**config.mk**
```make
export PLATFORM = sky130hd
export DESIGN_NAME = run_command_logic_place_b
export DESIGN_NICKNAME = d
export VERILOG_FILES = /design/src/run_logic_pkg.sv /design/src/contact_sampler.sv /design/src/run_command_logic_place_b.sv
export SDC_FILE = /design/constraint.sdc
export NUM_CORES = 1
export LEC_CHECK = 0
export ABC_CLOCK_PERIOD_IN_PS = 1900
export BUFFER_PORTS_ARGS = -buffer_cell sky130_fd_sc_hd__clkbuf_2
export CORE_ASPECT_RATIO = 0.8
export CORE_MARGIN = 1
export CORE_UTILIZATION = 40
export CTS_CLUSTER_SIZE = 25
export DETAILED_ROUTE_END_ITERATION = 8
export PLACE_DENSITY = 0.73
export SLEW_MARGIN = 20
export SYNTH_ARGS = -nofsm -noshare
export SYNTH_HDL_FRONTEND = slang
export SYNTH_SLANG_ARGS = --single-unit
```
**constraint.sdc**
```tcl
create_clock -name sys_clk -period 1.9 [get_ports sys_clk]
set_input_delay 0.095 -clock sys_clk [delete_from_list [all_inputs] [get_ports sys_clk]]
set_output_delay 0.095 -clock sys_clk [all_outputs]
set_load 0.02 [all_outputs]
```
**src/run_logic_pkg.sv**
```systemverilog
// constants, register map and mode codes for the place-b start/stop command logic
package run_logic_pkg;

	// register byte offsets on the ahb-lite window
	localparam int ADDR_W = 8;
	localparam logic [ADDR_W-1:0] CTRL_OFS = 8'h00;
	localparam logic [ADDR_W-1:0] STATUS_OFS = 8'h04;
	localparam logic [ADDR_W-1:0] POT_REF_OFS = 8'h08;

	// control register fields
	localparam int CTRL_CODE_LSB = 0;
	localparam int CTRL_CODE_W = 3;
	localparam int CTRL_IN1_REV_BIT = 3;
	localparam int CTRL_POLICY_LSB = 4;
	localparam int CTRL_POLICY_W = 2;

	// status register fields
	localparam int STAT_RUN_BIT = 0;
	localparam int STAT_REV_BIT = 1;
	localparam int STAT_BLOCK_BIT = 2;
	localparam int STAT_IN_LSB = 3;
	localparam int STAT_PERMIT_BIT = 6;

	localparam int POT_W = 16;

	// htrans encodings used by the slave
	localparam logic [1:0] HTRANS_NONSEQ = 2'b10;

	typedef enum logic [2:0] {
		CODE_TWO_WIRE = 3'b000,
		CODE_RUN_DIR = 3'b001,
		CODE_RUN_ENABLE = 3'b010,
		CODE_PULSE = 3'b011,
		CODE_EDGE_FR = 3'b100,
		CODE_EDGE_DIR = 3'b101,
		CODE_EDGE_ENABLE = 3'b110,
		CODE_SPARE = 3'b111
	} run_logic_t;

	typedef enum logic [1:0] {
		POT_NO_RESET = 2'b00,
		POT_RESET_STOP = 2'b01,
		POT_RESET_PDOWN = 2'b10,
		POT_SPARE = 2'b11
	} pot_policy_t;

	// values after reset
	localparam run_logic_t CODE_RST = CODE_TWO_WIRE;
	localparam pot_policy_t POLICY_RST = POT_NO_RESET;
	localparam logic IN1_REV_RST = 1'b0;
	localparam logic BLOCK_RST = 1'b1;
	localparam logic [POT_W-1:0] POT_RST = 16'h0000;

endpackage : run_logic_pkg

```
**src/contact_sampler.sv**
```systemverilog
// one contact input: clocked sample, previous sample and rising-edge flag
`timescale 1ns/100ps
module contact_sampler (
	input wire logic sys_clk,
	input wire logic rst,
	input wire logic contact,
	output logic level_r,
	output logic rise
);
	logic prev_r;

	always_ff @(posedge sys_clk) begin
		if (rst) begin
			level_r <= 1'b0;
			prev_r <= 1'b0;
		end else begin
			level_r <= contact;
			prev_r <= level_r;
		end
	end

	// edge against the previous registered sample only
	assign rise = level_r & ~prev_r;

endmodule : contact_sampler

```
**src/run_command_logic_place_b.sv**
```systemverilog
// start/stop/direction command logic for control place b with ahb-lite registers
`timescale 1ns/100ps
module run_command_logic_place_b
	import run_logic_pkg::*;
(
	input wire logic sys_clk,
	input wire logic rst,
	input wire logic hsel,
	input wire logic [31:0] haddr,
	input wire logic [1:0] htrans,
	input wire logic hwrite,
	input wire logic [2:0] hsize,
	input wire logic [31:0] hwdata,
	input wire logic hready,
	output logic hreadyout,
	output logic hresp,
	output logic [31:0] hrdata,
	input wire logic contact_in1,
	input wire logic contact_in2,
	input wire logic contact_in3,
	input wire logic run_permit,
	input wire logic fault_reset,
	input wire logic place_change,
	input wire logic power_restore,
	input wire logic power_down,
	output logic run_cmd,
	output logic reverse_cmd,
	output logic start_blocked,
	output logic [POT_W-1:0] pot_ref
);
	logic s1, s2, s3, permit_s;
	logic rise2, rise3;
	run_logic_t run_logic_code;
	pot_policy_t pot_reset_policy;
	logic in1_rev_en_r;
	logic run_r, run_nxt;
	logic rev_r, rev_nxt;
	logic block_r;
	logic [POT_W-1:0] pot_ref_r;
	logic wr_pend_r;
	logic [ADDR_W-1:0] wr_addr_r;
	logic [31:0] hrdata_r;
	logic addr_phase;
	logic pot_we;
	logic edge_code;
	logic start_open;
	logic block_set;
	logic stop_entry;
	logic [31:0] status_word;

	contact_sampler u_in1 (
		.sys_clk(sys_clk),
		.rst(rst),
		.contact(contact_in1),
		.level_r(s1),
		.rise()
	);
	contact_sampler u_in2 (
		.sys_clk(sys_clk),
		.rst(rst),
		.contact(contact_in2),
		.level_r(s2),
		.rise(rise2)
	);
	contact_sampler u_in3 (
		.sys_clk(sys_clk),
		.rst(rst),
		.contact(contact_in3),
		.level_r(s3),
		.rise(rise3)
	);
	contact_sampler u_permit (
		.sys_clk(sys_clk),
		.rst(rst),
		.contact(run_permit),
		.level_r(permit_s),
		.rise()
	);

	// ahb-lite slave: zero wait states, always okay
	assign hreadyout = 1'b1;
	assign hresp = 1'b0;
	assign hrdata = hrdata_r;
	assign addr_phase = hsel & hready & htrans[1];
	assign pot_we = wr_pend_r & (wr_addr_r == POT_REF_OFS);

	always_comb begin
		status_word = 32'h0000_0000;
		status_word[STAT_RUN_BIT] = run_r;
		status_word[STAT_REV_BIT] = rev_r;
		status_word[STAT_BLOCK_BIT] = block_r;
		status_word[STAT_IN_LSB +: 3] = {s3, s2, s1};
		status_word[STAT_PERMIT_BIT] = permit_s;
	end

	// write lands at the end of the data phase, once hwdata stands
	always_ff @(posedge sys_clk) begin
		if (rst) begin
			wr_pend_r <= 1'b0;
			wr_addr_r <= '0;
		end else begin
			wr_pend_r <= addr_phase & hwrite;
			wr_addr_r <= haddr[ADDR_W-1:0];
		end
	end

	// read data loaded at the address phase; unmapped offsets read zero
	always_ff @(posedge sys_clk) begin
		if (rst) begin
			hrdata_r <= 32'h0000_0000;
		end else if (addr_phase & ~hwrite) begin
			case (haddr[ADDR_W-1:0])
				CTRL_OFS: begin
					hrdata_r <= {26'h0, pot_reset_policy, in1_rev_en_r, run_logic_code};
				end
				STATUS_OFS: begin
					hrdata_r <= status_word;
				end
				POT_REF_OFS: begin
					hrdata_r <= {16'h0000, pot_ref_r};
				end
				default: begin
					hrdata_r <= 32'h0000_0000;
				end
			endcase
		end
	end

	always_ff @(posedge sys_clk) begin
		if (rst) begin
			run_logic_code <= CODE_RST;
			pot_reset_policy <= POLICY_RST;
			in1_rev_en_r <= IN1_REV_RST;
		end else if (wr_pend_r & (wr_addr_r == CTRL_OFS)) begin
			run_logic_code <= run_logic_t'(hwdata[CTRL_CODE_LSB +: CTRL_CODE_W]);
			pot_reset_policy <= pot_policy_t'(hwdata[CTRL_POLICY_LSB +: CTRL_POLICY_W]);
			in1_rev_en_r <= hwdata[CTRL_IN1_REV_BIT];
		end
	end

	// lockout is tracked in every code but gates only the edge codes
	assign edge_code = (run_logic_code == CODE_EDGE_FR) | (run_logic_code == CODE_EDGE_DIR)
		| (run_logic_code == CODE_EDGE_ENABLE);

	always_comb begin
		run_nxt = 1'b0;
		rev_nxt = rev_r;
		case (run_logic_code)
			CODE_TWO_WIRE: begin
				// both contacts closed is ambiguous, so the drive stops
				run_nxt = s2 ^ s3;
				rev_nxt = s3 & ~s2;
			end
			CODE_RUN_DIR: begin
				run_nxt = s2;
				rev_nxt = s3;
			end
			CODE_RUN_ENABLE: begin
				run_nxt = s2 & s3;
				rev_nxt = 1'b0;
			end
			CODE_PULSE: begin
				if (!s3) begin
					run_nxt = 1'b0;
				end else if (rise2) begin
					run_nxt = 1'b1;
				end else begin
					run_nxt = run_r;
				end
				rev_nxt = in1_rev_en_r & s1;
			end
			CODE_EDGE_FR: begin
				if (run_r) begin
					run_nxt = rev_r ? s3 : s2;
				end else if (!block_r && rise2) begin
					run_nxt = 1'b1;
					rev_nxt = 1'b0;
				end else if (!block_r && rise3) begin
					run_nxt = 1'b1;
					rev_nxt = 1'b1;
				end
			end
			CODE_EDGE_DIR: begin
				run_nxt = run_r ? s2 : (rise2 & ~block_r);
				rev_nxt = s3;
			end
			CODE_EDGE_ENABLE: begin
				run_nxt = s3 & (run_r ? s2 : (rise2 & ~block_r));
				rev_nxt = 1'b0;
			end
			default: begin
				run_nxt = 1'b0;
			end
		endcase
		if (!permit_s) begin
			run_nxt = 1'b0;
		end
	end

	always_ff @(posedge sys_clk) begin
		if (rst) begin
			run_r <= 1'b0;
			rev_r <= 1'b0;
		end else begin
			run_r <= run_nxt;
			rev_r <= rev_nxt;
		end
	end

	// start lockout: set by events, released once the start contact reads open, or in code 4 once both start contacts read open
	assign start_open = (run_logic_code == CODE_EDGE_FR) ? (~s2 & ~s3) : ~s2;
	assign block_set = fault_reset | place_change | power_restore | (run_r & ~permit_s);

	always_ff @(posedge sys_clk) begin
		if (rst) begin
			block_r <= BLOCK_RST;
		end else if (block_set) begin
			block_r <= 1'b1;
		end else if (start_open) begin
			block_r <= 1'b0;
		end
	end

	// potentiometer reference; a hardware clear beats a software write
	assign stop_entry = run_r & ~run_nxt;

	always_ff @(posedge sys_clk) begin
		if (rst) begin
			pot_ref_r <= POT_RST;
		end else if ((pot_reset_policy == POT_RESET_STOP) && (stop_entry || power_down)) begin
			pot_ref_r <= '0;
		end else if ((pot_reset_policy == POT_RESET_PDOWN) && power_down) begin
			pot_ref_r <= '0;
		end else if (pot_we) begin
			pot_ref_r <= hwdata[POT_W-1:0];
		end
	end

	assign run_cmd = run_r;
	assign reverse_cmd = rev_r;
	assign start_blocked = block_r;
	assign pot_ref = pot_ref_r;
endmodule : run_command_logic_place_b

```
==> results by group <==
Outcome
  – Outcome: completed

Global routing
  – Gr usage total: 0.182
  – Initial antenna violation count: 0
  – Largest net degree at the start of global routing: 21
  – Vias in the first global route: 1965
  – First-pass GRT wire length: 9430 µm
  – Total grt overflow: 0

Drt
  – Post-DR vias/cell: 4.96
  – DR vias: 2132
  – DRC Markers: 0
  – DR iter-0 viols: 129
  – Drt wl/cell: 14.0 µm
  – Post-DRT Antenna Nets: 0
  – Overall routed net length: 6010 µm
  – Pre-antenna DRT Iters: 4

Finish
  – Antenna diodes: 0
  – # nets final: 432
  – Commonest cells after routing, fill and taps aside: 72 x clkbuf_2, 56 x dfxtp_1, 31 x nor2_1
  – Syn-to-layout area delta: 20.5%
  – Fill count: 583
  – Reg area: 1120 µm²
  – Most common cell after layout, fill and taps aside: clkbuf_2
  – Finished Layout Cells: 430
  – Multi-input gate area: 1230 µm²
  – Fraction of layout cells with a size suffix above 1: 0.298

Job
  – Max_cap viols: 0

Setup path
  – CP Cell Sequence: inv_1 > ha_1 > a211oi_2 > o21ai_1 > nor4_4 > buf_6 > nor3_1
  – Critical path's top delay family: compound AO/OA/AOI/OAI gates
  – Element type at the critical path end: flip-flop
  – CP startpoint: u_in3.level_r
  – R2r setup slk: 140 ps
  – Critical path required time: 2080 ps
  – Setup CP Type: reg -> reg
  – Worst path arrival time: 1940 ps
  – Buffers plus inverters on the worst setup path: 2
  – Max stage delay cell, worst path: dfxtp_1
  – Crit Path Max Fanout: 9
  – CP Depth: 7
  – R2R Path Start: u_in3.level_r
  – R2R depth: 7
  – RR Endpoint: pot_ref[2]
  – CP endpoint: pot_ref[2]
  – CP max stage delay: 360 ps
  – Crit path launch type: flip-flop

Timing
  – Worst Max-Slew Pin Slew: 641 ps
  – Hold_ws: 1.97 ps
  – Final period util: 0.925
  – Final WS setup: 142 ps
  – Post-Route Skew: 15.1 ps
  – RSZ-0062 raised after global routing: yes
  – Fin. max-slew vios: 0
  – Setup Viol. Count Final: 0
  – Minimum clock period: 1760 ps
  – Achievable Freq: 0.569 GHz
  – Max_slew headroom: 0.573
  – Fin. Hold Viols: 0

Placement
  – Final HPWL DP: 4380 µm
  – DP Worst Slack: 136 ps
  – I/O Buffers: 72
  – GPL Wtd Cong: 0.864
  – Placed insts: 420

Pwr
  – PwrDens: 685 nW/µm²
  – Tot Pwr: 0.00209 W
  – Lkg Pwr: 1.40 nW
  – Peak VDD IR: 0.000300 V

Clock tree
  – Clk root buf: clkbuf_8
  – Htree depth: 2
  – Clock buffer depth: 2
  – CTS buffer count: 5
  – CTS tree: yes
  – Worst-Skew Late Latency: 320 ps
  – Clock Sinks: 56
  – Clk slew on worst S/H paths: 100 ps

Logic synthesis
  – Mean Syn Cell Area: 9.39 µm²
  – Post-synthesis cell count: 270
  – Seq/Total Area, Yosys: 0.442
  – Yosys reg bits: 56
  – Syn Std Cell Area: 2540 µm²
  – Unique masters post-synth: 50
  – Yosys synthesis warning count: 0

Die
  – Placeable Area: 6010 µm²
  – Io pins: 135
  – Die area: 6660 µm²
  – FP Rows: 25
  – Initial Utilization: 0.422
  – Chip Height: 73.2 µm
  – Die width: 91.0 µm

Hold path
  – Hold Crit Class: in -> reg
[flip-flops by register name, summed over array words and instances (netlist names), 2 cells and up]
name,flops
hrdata,16
pot_reset_policy,2
pot_ref,16
run_logic_code,3
wr_addr_r,8
[synthesized netlist by cell type, drive strengths merged]
library cell / n / area, µm²
dfxtp: 56 / 1120
nor2: 32 / 123
mux2i: 28 / 280
buf: 26 / 199
nor3: 16 / 85.1
a22oi: 15 / 113
nand2: 15 / 56.3
nor2b: 15 / 101
o21ai: 12 / 60.1
clkbuf: 6 / 22.5
inv: 6 / 22.5
a21oi: 5 / 28.8
nor4: 5 / 52.6
nand3: 3 / 20.0
a31oi: 2 / 12.5
conb: 2 / 7.51
ha: 2 / 25.0
nand2b: 2 / 12.5
nand3b: 2 / 15.0
nand4b: 2 / 23.8
nor3b: 2 / 20.0
a211o: 1 / 8.76
a211oi: 1 / 12.5
a21boi: 1 / 7.51
a21o: 1 / 7.51
a221o: 1 / 10.0
and2: 1 / 6.26
and3: 1 / 6.26
mux2: 1 / 11.3
nand4: 1 / 6.26
nor4b: 1 / 8.76
o2111ai: 1 / 8.76
o21a: 1 / 7.51
o21bai: 1 / 7.51
o221ai: 1 / 8.76
o311a: 1 / 10.0
or4: 1 / 7.51
[cell type report]
type | count | share of cell area
clock inverters | 3 | 0.00819
clock buffers | 5 | 0.0225
inverters | 6 | 0.00737
multi-input cells | 192 | 0.403
flip-flops and latches | 56 | 0.367
well taps | 81 | 0.0332
repair buffers | 87 | 0.159
[metal layers]
metal | track usage | vias up | wire length (µm)
li1 | - | 1066 | -
met3 | 0.0417 | 7 | 290
met2 | 0.285 | 64 | 2660
met4 | 0.0741 | 0 | 91
met1 | 0.245 | 995 | 2970
met5 | 0 | - | 0
[how the worst min path moves through the flow]
stage / endpoint / slack, ps / from / cells after the start
detailed placement: u_in3.level_r / 310 / contact_in3 / 2
global placement: u_in3.level_r / 320 / contact_in3 / 2
global route: u_in1.level_r / 6 / contact_in1 / 2
CTS: u_in1.level_r / 3 / contact_in1 / 2
finish: u_in1.level_r / 2 / contact_in1 / 2
floorplan: u_in1.level_r / 220 / contact_in1 / 1
[cells by family after synthesis]
kind of cell / synth area share
fa+ha+maj: 0.00987
compound gates: 0.119
flops: 0.442
mux: 0.115
simple gates: 0.215
buf+inv: 0.0962
other cells: 0.00296
[through the flow]
step	utilization	TNS, ps	instance area (µm²)
floorplan	-	0	2600
global placement	0.489	0	2930
detailed placement	0.489	0	2930
CTS	0.508	0	3050
global route	0.509	-20.8	3060
finish	0.509	0	3060
[where the power goes]
part	internal (W)	switching, W
registers	0.00119	0.0000115
logic	0.0000813	0.000129
clock network	0.000270	0.000409
[what timing repair did]
action	4_1_cts	5_1_grt
endpoints found under the hold margin	2	0
endpoints found under the setup margin	0	8
buffers inserted	0	0
hold buffers	2	0
resized for setup	0	2
No activity file was read; power rests on OpenSTA's default activity.
